$ cat src/rtl/mb_srv_pkg.sv
/*
  Shared constants for the serial-line server request handler:
  function codes, sub-function codes, exception codes, limits and
  the small register map.
  Assumes: a single 20 MHz system clock and a synchronous reset.
*/
package mb_srv_pkg;
  // function codes
  localparam logic [7:0] FN_DIAG = 8'h08;
  localparam logic [7:0] FN_WR_MULTI = 8'h10;
  localparam logic [7:0] FN_MASK_WR = 8'h16;
  localparam logic [7:0] FN_RD_HOLD = 8'h03;
  localparam logic [7:0] FN_RD_INPUT = 8'h04;
  localparam logic [7:0] ERR_FLAG = 8'h80;
  // diagnostic sub-functions
  localparam logic [15:0] SUB_CLR_CNT = 16'h000a;
  localparam logic [15:0] SUB_BUS_MSG = 16'h000b;
  localparam logic [15:0] SUB_BUS_CRC = 16'h000c;
  localparam logic [15:0] SUB_BUS_EXC = 16'h000d;
  localparam logic [15:0] SUB_SRV_MSG = 16'h000e;
  localparam logic [15:0] SUB_SRV_NORSP = 16'h000f;
  localparam logic [15:0] SUB_SRV_NAK = 16'h0010;
  localparam logic [15:0] SUB_SRV_BUSY = 16'h0011;
  localparam logic [15:0] SUB_OVR_CNT = 16'h0012;
  localparam logic [15:0] SUB_CLR_OVR = 16'h0014;
  // exception codes
  localparam logic [7:0] EXC_FUNC = 8'h01;
  localparam logic [7:0] EXC_ADDR = 8'h02;
  localparam logic [7:0] EXC_VALUE = 8'h03;
  localparam logic [7:0] EXC_FAIL = 8'h04;
  // write-multiple quantity limits
  localparam logic [15:0] QTY_MIN = 16'h0001;
  localparam logic [15:0] QTY_MAX = 16'h0078;
  // register map: digital port is address 0, the rest are plain words
  localparam int REG_COUNT = 16;
  localparam int REG_AW = 4;
  localparam logic [15:0] ADDR_DIG_PORT = 16'h0000;
  localparam logic [15:0] DIG_USED_MASK = 16'h00ff;
  localparam logic [15:0] REG_RESET = 16'h0000;
  // counter index into the counter bank
  localparam int CNT_NUM = 8;
  localparam int CNT_BUS_MSG = 0;
  localparam int CNT_BUS_CRC = 1;
  localparam int CNT_BUS_EXC = 2;
  localparam int CNT_SRV_MSG = 3;
  localparam int CNT_SRV_NORSP = 4;
  localparam int CNT_SRV_NAK = 5;
  localparam int CNT_SRV_BUSY = 6;
  localparam int CNT_OVR = 7;
endpackage

$ cat src/rtl/event_counter.sv
/*
  One 16-bit wrapping event counter with a synchronous clear.
  Assumes: inc and clr come from logic on the same clock.
*/
`timescale 1ns/1ps
module event_counter #(
  parameter int WIDTH = 16
) (
  input wire logic clk_sys_i,
  input wire logic rst_i,
  input wire logic clr_i,
  input wire logic inc_i,
  output logic [WIDTH-1:0] count_o
);
  typedef struct packed {
    logic [WIDTH-1:0] cnt;
  } state_type;
  state_type st_reg;
  state_type st_next;

  always_comb begin
    st_next = st_reg;
    // clear wins: a clear request resets the count outright
    if (clr_i) begin
      st_next.cnt = '0;
    end else if (inc_i) begin
      st_next.cnt = st_reg.cnt + {{(WIDTH-1){1'b0}}, 1'b1};
    end
  end

  always_ff @(posedge clk_sys_i) begin
    if (rst_i) begin
      st_reg <= '0;
    end else begin
      st_reg <= st_next;
    end
  end

  assign count_o = st_reg.cnt;

  chk_wrap_to_zero: assert property (@(posedge clk_sys_i) disable iff (rst_i)
    (inc_i && !clr_i && st_reg.cnt == '1) |=> st_reg.cnt == '0)
    else $error("counter did not wrap to zero");
endmodule

$ cat src/rtl/holding_regs.sv
/*
  Small register memory for the holding registers, one write port,
  one read port with registered read data. Unused bits of the port
  word are masked on write by the caller.
  Assumes: addresses already range-checked by the caller.
*/
`timescale 1ns/1ps
module holding_regs #(
  parameter int DEPTH = 16,
  parameter int AW = 4
) (
  input wire logic clk_sys_i,
  input wire logic rst_i,
  input wire logic wr_en_i,
  input wire logic [AW-1:0] wr_addr_i,
  input wire logic [15:0] wr_data_i,
  input wire logic [AW-1:0] rd_addr_i,
  output logic [15:0] rd_data_o
);
  typedef struct packed {
    logic [DEPTH-1:0][15:0] mem;
    logic [15:0] rdata;
  } state_type;
  state_type st_reg;
  state_type st_next;

  always_comb begin
    st_next = st_reg;
    if (wr_en_i) begin
      st_next.mem[wr_addr_i] = wr_data_i;
    end
    st_next.rdata = st_reg.mem[rd_addr_i];
  end

  always_ff @(posedge clk_sys_i) begin
    if (rst_i) begin
      st_reg <= '0;
    end else begin
      st_reg <= st_next;
    end
  end

  assign rd_data_o = st_reg.rdata;
endmodule

$ cat src/rtl/mb_srv_handler.sv
/*
  Request handler of a serial-line server: diagnostic counter queries,
  clearing of counters and overrun flag, write-multiple and mask write.
  Assumes: a frame layer delivers decoded PDU bytes one per cycle with
  req_valid_i and a closing req_last_i, CRC and address checking done
  upstream and reported as event pulses; the response is streamed out
  one byte per cycle while resp_ready_i is high.
*/
// Functional notes
// RL1: sub-function 000b returns count of messages seen on the bus
// RL2: sub-function 000c returns count of frames failing CRC
// RL3: sub-function 000d returns count of exception responses sent
// RL4: sub-function 000e returns count of messages processed for us
// RL5: sub-function 000f returns count of addressed messages left unanswered
// RL6: sub-function 0010 returns count of negative-acknowledge exceptions
// RL7: sub-function 0011 returns count of device-busy exceptions
// RL8: sub-function 0012 returns count of messages lost to character overrun
// RL9: counters clear at restart, clear request and reset; query data is zero
// RL10: sub-function 0014 clears overrun count and flag, echoes request
// RL11: function 10 writes 1..0x78 contiguous registers, byte count twice qty; here addresses wrap within the 16-word store
// RL12: write-multiple answers with function, start address and quantity
// RL13: failures answer 0x90 or 0x96 with exception code 01..04
// RL14: mask write result is (cur and amask) or (omask and not amask)
// RL15: mask write echoes request only after the register is updated
// RL16: request addresses are zero based
// RL17: port register reads live lines as input, latch as holding; no read function is served here, 03 and 04 get exception 01
// RL18: one address map for all function codes
// RL19: registers are 16 bits, unused bits read zero
// RL20: diagnostic answers echo function 08 and the sub-function
// RL21: event counters are 16 bits and wrap to zero
`timescale 1ns/1ps
module mb_srv_handler #(
  parameter int MAX_BYTES = 8
) (
  input wire logic clk_sys_i,
  input wire logic rst_i,
  input wire logic req_valid_i,
  input wire logic [7:0] req_byte_i,
  input wire logic req_last_i,
  input wire logic ev_bus_msg_i,
  input wire logic ev_crc_err_i,
  input wire logic ev_srv_msg_i,
  input wire logic ev_no_resp_i,
  input wire logic ev_nak_i,
  input wire logic ev_busy_i,
  input wire logic ev_overrun_i,
  input wire logic comm_restart_i,
  input wire logic [7:0] port_pins_i,
  input wire logic resp_ready_i,
  output logic resp_valid_o,
  output logic [7:0] resp_byte_o,
  output logic resp_last_o,
  output logic overrun_flag_o,
  output logic [7:0] port_latch_o
);
  typedef enum logic [2:0] {
    ST_IDLE = 3'b000,
    ST_RECV = 3'b001,
    ST_EXEC = 3'b011,
    ST_MASK = 3'b010,
    ST_SEND = 3'b110,
    ST_DRAIN = 3'b111
  } fsm_type;

  typedef struct packed {
    fsm_type fsm;
    logic [7:0] func;
    logic [7:0][7:0] hdr;
    logic [2:0] hcnt;
    logic [7:0] bcnt;
    logic [7:0] dbyte;
    logic dphase;
    logic [15:0] wr_addr;
    logic [15:0] qty;
    logic err;
    logic [7:0] exc;
    logic [7:0][7:0] rsp;
    logic [2:0] rlen;
    logic [2:0] ridx;
    logic ovr_flag;
    logic [7:0] latch;
    logic vld;
    logic [7:0] obyte;
    logic olast;
    logic exc_pulse;
  } state_type;
  state_type st_reg;
  state_type st_next;

  logic [mb_srv_pkg::CNT_NUM-1:0][15:0] cnt;
  logic [mb_srv_pkg::CNT_NUM-1:0] cnt_inc;
  logic [mb_srv_pkg::CNT_NUM-1:0] cnt_clr;
  logic [15:0] hr_rdata;
  logic hr_we;
  logic [mb_srv_pkg::REG_AW-1:0] hr_waddr;
  logic [mb_srv_pkg::REG_AW-1:0] hr_raddr;
  logic [15:0] hr_wdata;
  logic [7:0] pins_s1;
  logic [7:0] pins_s2;
  logic clr_all;
  logic clr_ovr;
  logic [15:0] sub;
  logic [15:0] amask;
  logic [15:0] omask;
  logic [15:0] mask_res;

  ////////////////////////////////////////////////////////////////////////
  // port pins cross from outside through two flops; pins_s2 is not used further
  always_ff @(posedge clk_sys_i) begin
    if (rst_i) begin
      pins_s1 <= '0;
      pins_s2 <= '0;
    end else begin
      pins_s1 <= port_pins_i;
      pins_s2 <= pins_s1;
    end
  end

  ////////////////////////////////////////////////////////////////////////
  // RL21: wrapping counter bank
  assign cnt_inc = {ev_overrun_i, ev_busy_i, ev_nak_i, ev_no_resp_i,
                    ev_srv_msg_i, st_reg.exc_pulse, ev_crc_err_i,
                    ev_bus_msg_i};
  // RL9: clear on restart or clear request
  assign cnt_clr = {(clr_all | clr_ovr),
                    {(mb_srv_pkg::CNT_NUM-1){clr_all}}};

  genvar gi;
  generate
    for (gi = 0; gi < mb_srv_pkg::CNT_NUM; gi++) begin : g_cnt
      event_counter #(.WIDTH(16)) u_cnt (
        .clk_sys_i(clk_sys_i),
        .rst_i(rst_i),
        .clr_i(cnt_clr[gi]),
        .inc_i(cnt_inc[gi]),
        .count_o(cnt[gi])
      );
    end
  endgenerate

  ////////////////////////////////////////////////////////////////////////
  // RL18: one holding store serves every function code
  holding_regs #(
    .DEPTH(mb_srv_pkg::REG_COUNT),
    .AW(mb_srv_pkg::REG_AW)
  ) u_regs (
    .clk_sys_i(clk_sys_i),
    .rst_i(rst_i),
    .wr_en_i(hr_we),
    .wr_addr_i(hr_waddr),
    .wr_data_i(hr_wdata),
    .rd_addr_i(hr_raddr),
    .rd_data_o(hr_rdata)
  );

  assign sub = {st_reg.hdr[0], st_reg.hdr[1]};
  assign amask = {st_reg.hdr[2], st_reg.hdr[3]};
  assign omask = {st_reg.hdr[4], st_reg.hdr[5]};
  // RL14: complement of and-mask applied to or-mask
  assign mask_res = (hr_rdata & amask) | (omask & ~amask);
  assign clr_all = comm_restart_i ||
    (st_reg.fsm == ST_EXEC && st_reg.func == mb_srv_pkg::FN_DIAG &&
     sub == mb_srv_pkg::SUB_CLR_CNT);
  // RL10: overrun counter cleared by its own sub-function
  assign clr_ovr = st_reg.fsm == ST_EXEC &&
    st_reg.func == mb_srv_pkg::FN_DIAG && sub == mb_srv_pkg::SUB_CLR_OVR;

  // registers live at zero-based addresses within the store
  always_comb begin
    hr_we = 1'b0;
    hr_waddr = st_reg.wr_addr[mb_srv_pkg::REG_AW-1:0];
    hr_raddr = st_reg.wr_addr[mb_srv_pkg::REG_AW-1:0];
    hr_wdata = '0;
    // RL11: each register word written as its second byte arrives
    if (st_reg.fsm == ST_RECV && req_valid_i && st_reg.dphase &&
        !st_reg.err && st_reg.func == mb_srv_pkg::FN_WR_MULTI &&
        st_reg.hcnt == 3'd5) begin
      hr_we = 1'b1;
      hr_wdata = {st_reg.dbyte, req_byte_i};
    end
    // RL15: register is written before the echo leaves
    if (st_reg.fsm == ST_MASK) begin
      hr_we = 1'b1;
      hr_wdata = mask_res;
    end
    // RL19: the port keeps only its used low byte
    // writes that wrap onto word 0 also reach the port
    if (hr_we &&
        hr_waddr == mb_srv_pkg::ADDR_DIG_PORT[mb_srv_pkg::REG_AW-1:0]) begin
      hr_wdata = hr_wdata & mb_srv_pkg::DIG_USED_MASK;
    end
  end

  ////////////////////////////////////////////////////////////////////////
  always_comb begin
    st_next = st_reg;
    st_next.exc_pulse = 1'b0;
    if (ev_overrun_i) begin
      st_next.ovr_flag = 1'b1;
    end
    case (st_reg.fsm)
      ST_IDLE: begin
        st_next.vld = 1'b0;
        st_next.olast = 1'b0;
        if (req_valid_i) begin
          st_next.func = req_byte_i;
          st_next.hcnt = '0;
          st_next.dphase = 1'b0;
          st_next.err = 1'b0;
          st_next.exc = mb_srv_pkg::EXC_FUNC;
          st_next.fsm = req_last_i ? ST_EXEC : ST_RECV;
        end
      end
      ST_RECV: begin
        if (req_valid_i) begin
          // RL16: addresses are zero based, taken as sent
          if (st_reg.hcnt < 3'd5) begin
            st_next.hdr[st_reg.hcnt] = req_byte_i;
            st_next.hcnt = st_reg.hcnt + 3'd1;
            if (st_reg.hcnt == 3'd1) begin
              st_next.wr_addr = {st_reg.hdr[0], req_byte_i};
            end
            if (st_reg.hcnt == 3'd3) begin
              st_next.qty = {st_reg.hdr[2], req_byte_i};
            end
            // RL11: quantity and byte count checked before data
            if (st_reg.hcnt == 3'd4 &&
                st_reg.func == mb_srv_pkg::FN_WR_MULTI) begin
              st_next.bcnt = req_byte_i;
              if (st_reg.qty < mb_srv_pkg::QTY_MIN ||
                  st_reg.qty > mb_srv_pkg::QTY_MAX ||
                  {8'h00, req_byte_i} != {st_reg.qty[14:0], 1'b0}) begin
                st_next.err = 1'b1;
                st_next.exc = mb_srv_pkg::EXC_VALUE;
              end
            end
          end else if (st_reg.func == mb_srv_pkg::FN_WR_MULTI &&
                       st_reg.hcnt == 3'd5) begin
            // RL11: data bytes beyond the byte count are refused
            st_next.dbyte = req_byte_i;
            st_next.dphase = ~st_reg.dphase;
            if (st_reg.bcnt == 8'h00) begin
              st_next.err = 1'b1;
              st_next.exc = mb_srv_pkg::EXC_VALUE;
            end else begin
              st_next.bcnt = st_reg.bcnt - 8'h01;
            end
            if (st_reg.dphase) begin
              st_next.wr_addr = st_reg.wr_addr + 16'h0001;
            end
          end else begin
            st_next.hdr[st_reg.hcnt] = req_byte_i;
          end
          if (req_last_i) begin
            st_next.fsm = ST_EXEC;
            st_next.wr_addr = {st_reg.hdr[0], st_reg.hdr[1]};
          end
        end
      end
      ST_EXEC: begin
        st_next.ridx = '0;
        st_next.bcnt = '0;
        case (st_reg.func)
          mb_srv_pkg::FN_DIAG: begin
            // RL20: echo function and sub-function
            st_next.rsp[0] = mb_srv_pkg::FN_DIAG;
            st_next.rsp[1] = st_reg.hdr[0];
            st_next.rsp[2] = st_reg.hdr[1];
            st_next.rlen = 3'd4;
            st_next.rsp[3] = st_reg.hdr[2];
            st_next.rsp[4] = st_reg.hdr[3];
            case (sub)
              // RL1: bus message count
              mb_srv_pkg::SUB_BUS_MSG: {st_next.rsp[3], st_next.rsp[4]} =
                cnt[mb_srv_pkg::CNT_BUS_MSG];
              // RL2: crc error count
              mb_srv_pkg::SUB_BUS_CRC: {st_next.rsp[3], st_next.rsp[4]} =
                cnt[mb_srv_pkg::CNT_BUS_CRC];
              // RL3: exception count
              mb_srv_pkg::SUB_BUS_EXC: {st_next.rsp[3], st_next.rsp[4]} =
                cnt[mb_srv_pkg::CNT_BUS_EXC];
              // RL4: processed message count
              mb_srv_pkg::SUB_SRV_MSG: {st_next.rsp[3], st_next.rsp[4]} =
                cnt[mb_srv_pkg::CNT_SRV_MSG];
              // RL5: unanswered count
              mb_srv_pkg::SUB_SRV_NORSP: {st_next.rsp[3], st_next.rsp[4]} =
                cnt[mb_srv_pkg::CNT_SRV_NORSP];
              // RL6: nak count
              mb_srv_pkg::SUB_SRV_NAK: {st_next.rsp[3], st_next.rsp[4]} =
                cnt[mb_srv_pkg::CNT_SRV_NAK];
              // RL7: busy count
              mb_srv_pkg::SUB_SRV_BUSY: {st_next.rsp[3], st_next.rsp[4]} =
                cnt[mb_srv_pkg::CNT_SRV_BUSY];
              // RL8: overrun count
              mb_srv_pkg::SUB_OVR_CNT: {st_next.rsp[3], st_next.rsp[4]} =
                cnt[mb_srv_pkg::CNT_OVR];
              // RL10: clear flag, echo request; set still wins
              mb_srv_pkg::SUB_CLR_OVR: st_next.ovr_flag = ev_overrun_i;
              mb_srv_pkg::SUB_CLR_CNT: st_next.rlen = 3'd4;
              default: begin
                st_next.err = 1'b1;
                st_next.exc = mb_srv_pkg::EXC_FUNC;
              end
            endcase
            st_next.fsm = ST_SEND;
          end
          mb_srv_pkg::FN_WR_MULTI: begin
            // RL12: function, start address and quantity
            st_next.rsp[0] = mb_srv_pkg::FN_WR_MULTI;
            st_next.rsp[1] = st_reg.hdr[0];
            st_next.rsp[2] = st_reg.hdr[1];
            st_next.rsp[3] = st_reg.qty[15:8];
            st_next.rsp[4] = st_reg.qty[7:0];
            st_next.rlen = 3'd4;
            // RL11: short request or unfilled byte count is refused
            if (st_reg.hcnt != 3'd5 || st_reg.bcnt != 8'h00) begin
              st_next.err = 1'b1;
              st_next.exc = mb_srv_pkg::EXC_VALUE;
            end
            st_next.fsm = ST_SEND;
          end
          mb_srv_pkg::FN_MASK_WR: begin
            // RL15: full echo, sent after ST_MASK writes
            st_next.rsp[0] = mb_srv_pkg::FN_MASK_WR;
            st_next.rsp[7:1] = {8'h00, st_reg.hdr[5:0]};
            st_next.rlen = 3'd6;
            if (st_reg.hcnt != 3'd5 || st_reg.wr_addr >=
                16'(mb_srv_pkg::REG_COUNT)) begin
              st_next.err = 1'b1;
              st_next.exc = mb_srv_pkg::EXC_ADDR;
              st_next.fsm = ST_SEND;
            end else begin
              st_next.fsm = ST_MASK;
            end
          end
          default: begin
            st_next.err = 1'b1;
            st_next.exc = mb_srv_pkg::EXC_FUNC;
            st_next.fsm = ST_SEND;
          end
        endcase
      end
      ST_MASK: begin
        st_next.fsm = ST_SEND;
      end
      ST_SEND: begin
        // RL13: error answer is function or 80 plus one exception byte
        if (st_reg.err) begin
          st_next.rsp[0] = st_reg.func | mb_srv_pkg::ERR_FLAG;
          st_next.rsp[1] = st_reg.exc;
          st_next.rlen = 3'd1;
          st_next.exc_pulse = 1'b1;
          st_next.err = 1'b0;
        end else begin
          st_next.fsm = ST_DRAIN;
        end
      end
      ST_DRAIN: begin
        if (!st_reg.vld || resp_ready_i) begin
          if (st_reg.vld && st_reg.olast) begin
            st_next.vld = 1'b0;
            st_next.olast = 1'b0;
            st_next.fsm = ST_IDLE;
          end else begin
            st_next.vld = 1'b1;
            st_next.obyte = st_reg.rsp[st_reg.ridx];
            st_next.olast = st_reg.ridx == st_reg.rlen;
            st_next.ridx = st_reg.ridx + 3'd1;
          end
        end
      end
      default: st_next.fsm = ST_IDLE;
    endcase
    // RL17: output latch follows every store write to word 0
    if (hr_we &&
        hr_waddr == mb_srv_pkg::ADDR_DIG_PORT[mb_srv_pkg::REG_AW-1:0]) begin
      st_next.latch = hr_wdata[7:0];
    end
  end

  always_ff @(posedge clk_sys_i) begin
    if (rst_i) begin
      st_reg <= '0;
    end else begin
      st_reg <= st_next;
    end
  end

  ////////////////////////////////////////////////////////////////////////
  assign resp_valid_o = st_reg.vld;
  assign resp_byte_o = st_reg.obyte;
  assign resp_last_o = st_reg.olast;
  assign overrun_flag_o = st_reg.ovr_flag;
  // RL17: the latch drives the port; no holding or input read is served
  assign port_latch_o = st_reg.latch;

  chk_clr_counts: assert property (@(posedge clk_sys_i) disable iff (rst_i)
    comm_restart_i |=> cnt[mb_srv_pkg::CNT_BUS_CRC] == 16'h0000) // RL9
    else $error("crc count not cleared by restart");
  chk_ovr_clear: assert property (@(posedge clk_sys_i) disable iff (rst_i)
    clr_ovr && !ev_overrun_i |=> !st_reg.ovr_flag) // RL10
    else $error("overrun flag survived its clear");
  chk_mask_first: assert property (@(posedge clk_sys_i) disable iff (rst_i)
    st_reg.fsm == ST_MASK |=> !resp_valid_o ##1 !resp_valid_o) // RL15
    else $error("mask echo left before register write");
  chk_diag_echo: assert property (@(posedge clk_sys_i) disable iff (rst_i)
    st_reg.fsm == ST_EXEC && st_reg.func == mb_srv_pkg::FN_DIAG |=>
    st_reg.rsp[0] == mb_srv_pkg::FN_DIAG && st_reg.rsp[1] ==
    $past(st_reg.hdr[0])) // RL20
    else $error("diagnostic echo wrong");
  chk_err_code: assert property (@(posedge clk_sys_i) disable iff (rst_i)
    st_reg.exc_pulse |-> st_reg.rsp[0][7] && st_reg.rlen == 3'd1) // RL13
    else $error("exception frame malformed");
  chk_port_bits: assert property (@(posedge clk_sys_i) disable iff (rst_i)
    hr_we && hr_waddr == mb_srv_pkg::ADDR_DIG_PORT[mb_srv_pkg::REG_AW-1:0]
    |-> hr_wdata[15:8] == 8'h00) // RL19
    else $error("unused port bits written");
  chk_exc_count: assert property (@(posedge clk_sys_i) disable iff (rst_i)
    st_reg.exc_pulse && !clr_all && cnt[mb_srv_pkg::CNT_BUS_EXC] != 16'hffff
    |=> cnt[mb_srv_pkg::CNT_BUS_EXC] ==
    $past(cnt[mb_srv_pkg::CNT_BUS_EXC]) + 16'h0001) // RL3
    else $error("exception count not advanced");
  chk_wm_resp: assert property (@(posedge clk_sys_i) disable iff (rst_i)
    st_reg.fsm == ST_EXEC && st_reg.func == mb_srv_pkg::FN_WR_MULTI |=>
    {st_reg.rsp[3], st_reg.rsp[4]} == $past(st_reg.qty)) // RL12
    else $error("write multiple quantity not echoed");
endmodule

$ cat config.mk
export PLATFORM = sky130hd
export DESIGN_NAME = mb_srv_handler
export DESIGN_NICKNAME = d
export VERILOG_FILES = /design/src/rtl/mb_srv_pkg.sv /design/src/rtl/event_counter.sv /design/src/rtl/holding_regs.sv /design/src/rtl/mb_srv_handler.sv
export SDC_FILE = /design/constraint.sdc
export NUM_CORES = 1
export LEC_CHECK = 0
export BUFFER_PORTS_ARGS = -buffer_cell sky130_fd_sc_hd__buf_2
export CORE_AREA = 5 5 198 200
export CTS_BUF_LIST = sky130_fd_sc_hd__clkbuf_4 sky130_fd_sc_hd__clkbuf_8 sky130_fd_sc_hd__clkbuf_16
export CTS_CLUSTER_SIZE = 10
export DETAILED_ROUTE_END_ITERATION = 8
export DIE_AREA = 0 0 203 205
export GPL_TIMING_DRIVEN = 0
export PLACE_DENSITY = 0.74
export SYNTH_ARGS = -nofsm -noshare
export SYNTH_HDL_FRONTEND = slang
export SYNTH_SLANG_ARGS = --single-unit
export TNS_END_PERCENT = 1
$ cat constraint.sdc
create_clock -name clk_sys_i -period 3.6 [get_ports clk_sys_i]
set_clock_uncertainty 0.2 [all_clocks]
set_input_delay 0.72 -clock clk_sys_i [delete_from_list [all_inputs] [get_ports clk_sys_i]]
set_output_delay 0.72 -clock clk_sys_i [all_outputs]
set_load 0.005 [all_outputs]
==> results.cfg <==
[detailed_routing]
routed_wl_um = 63700
post-route-drc-count = 0
post_drt_wl_per_cell_um = 21.9
vias = 18159
drt_iter0_markers = 2188
firstDrtPassIters = 6
via_per_inst = 6.24
ant_nets = 0

[setup_path]
cp_max_fo = 10
crit_arrival_ns = 3.48
cp.required_ns = 3.86
critPathKind = register to register
rr_worst_depth = 12
critical_path.startpoint_type = register
critPathCaptureType = register

[yosys]
seq_area_frac_synth_pct = 43.1
synthDistinctLibCells = 70
syn_area_per_cell_um2 = 8.78
synth.mux.area_fraction_pct = 10.0
synth.area.top_cells = dfxtp_1 (43%), nor2_1 (7.0%), mux4_2 (5.3%)
synth_area_um2 = 20600
synth_common_cells = dfxtp_1 (443), nor2_1 (385), nand2_1 (236)
synth_nets = 2391
yosysWarnings = 0
synth_area_leader_cell = dfxtp_1
async_reset_ff_share_pct = 0
synthXorXnorAreaFrac_pct = 6.01
syn_inst = 2343
yosysMostFrequentCell = dfxtp_1
yosys_register_bits = 443
synthFlopType = dfxtp_1
yosysTopAreaCellShare_pct = 43.1
synthAdderAreaFrac_pct = 1.16
synth_compound_area_share_pct = 13.9
synth-simple-area-share_pct = 21.6
synth_top_family_by_area = simple AND/OR/NAND/NOR gates
synth_edf_count = 0

[placement]
numPortBuffers = 33
place.gp.congestion = 1.00
hpwl_um = 47700
dpl.cell_count = 2850

[sta]
rsz0062_at_grt = no
fmax_mhz = 311
tightest_slew_ns = 1.09
min_period_ns = 3.21
finalCritPeriodShare_pct = 89.3
hold_viol = 0
drv_slew = 0
tns_ns = 0
finalSetupViolCount = 0
max-slew-margin-rel_pct = 27.1

[clock_tree]
cts_root_buf = clkbuf_16
clk_pin_slew_ns = 0.06
clockBufferDepth = 3
cts.sink_count = 443
post_cts_buffers = 0
htree_levels = 2
numCtsBuffers = 51
clk_latency_ns = 0.58
cts_tree = yes

[flow_run]
cap_violations = 0

[global_routing]
track_usage_pct = 30.0
overflow = 0
grt_pass1_vias = 17248
grt_max_degree = 13
antenna_found_initial = 0
grt_pass1_wl_um = 98700

[min_path]
hold_depth = 3
min_path_type = primary input to register

[power_and_ir_drop]
p_per_area_nw_per_um2 = 454
ir_drop_mv = 0.395
p_leak_nw = 8.01

[layout]
nets = 2477
largest_reg_flops = 131
finalNonFillerCells = 2912
antenna_cells = 0
area_growth_pct = 10.6
layout-drive-gt1-share_pct = 10.0

[die]
die-height_um = 205
start_util_pct = 55.2
design.die.area_um2 = 41600
coreArea_um2 = 37200
die_x_um = 203
row_count = 71
io_pins = 48

[run_status]
outcome = complete, no violations
## layout by cell type, fill, tap and decap left out, drive strengths merged, types with 27 or more instances in the layout
cell and instances:
clkbuf 158, mux4 48, buf 104, a21oi 140
a222oi 31, a22oi 27, nand4 34, nor2 393
a211oi 53, xnor2 46, dfxtp 443, mux2i 95
xor2 95, nand3 165, o21ai 106, nand2 239
## final timing paths
check	slack [ns]	from	endpoint
hold reg to reg	0.25	st_reg[73]	st_reg[73]
hold / removal	0.24	ev_overrun_i	overrun_flag_o
setup / recovery	0.39	st_reg[149]	u_regs.st_reg[160]
setup reg to reg	0.39	st_reg[149]	u_regs.st_reg[160]
## area by class of cell
class	instances	area (um^2)
inverters	16	60.1
clock buffers	60	1390
flip-flops and latches	443	8870
fillers	3237	14500
multi-input cells	1715	10800
repair buffers	33	165
well taps	474	593
plain buffers	169	791
clock inverters	2	37.5
## worst max-delay path, stage by stage (launching register included)
cell	delay (ns)
dfxtp_1	0.35
clkbuf_2	0.25
inv_1	0.13
ha_1	0.22
and2_1	0.24
nand4_1	0.27
o21ai_1	0.30
buf_4	0.23
and2_1	0.28
nand2_1	0.22
buf_2	0.24
nand3_1	0.10
o21ai_1	0.07
## power breakdown
part	leakage, nW	internal [mW]	switching [mW]	total [mW]
clock network	0.702	2.73	1.93	4.66
logic	3.73	0.201	0.447	0.648
registers	3.57	4.95	0.0588	5.01
total	8.01	7.88	2.43	10.3
## metrics by stage
step                      hold slack, ns  total power, mW  area (um^2)  utilization [%]  worst slack [ns]
after global routing               0.256             10.6        22700             61.1             0.254
final                              0.238             10.3        22700             61.1             0.386
after detailed placement           0.245             5.75        21300             57.3             0.302
after floorplan                    0.229             5.53        20600                -             0.933
after global placement             0.236             5.73        21300             57.3             0.316
after CTS                          0.224             10.3        22700             61.1             0.275
## per-layer routing
metal | share of wire, % | GRT usage (%)
met2 | 46 | 49.4
met5 | 0 | 0
met1 | 40 | 39.4
met3 | 9.2 | 5.67
met4 | 4.2 | 12.0
## kinds of logic (layout without fill, tap and decap cells)
logic type | count (synthesis) | after routing
AO/OA/AOI/OAI | 443 | 443
XOR/XNOR | 141 | 141
adder cells (fa/ha/maj) | 19 | 19
flip-flops | 443 | 443
multiplexers | 146 | 146
AND/OR/NAND/NOR | 966 | 966
buffers and inverters | 185 | 280
## repair_timing
action,in CTS,in global routing
gates resized for setup,0,1
hold endpoints to repair,0,0
hold buffers,0,0
setup endpoints to repair,0,1
(Power assumes the default switching activity.)
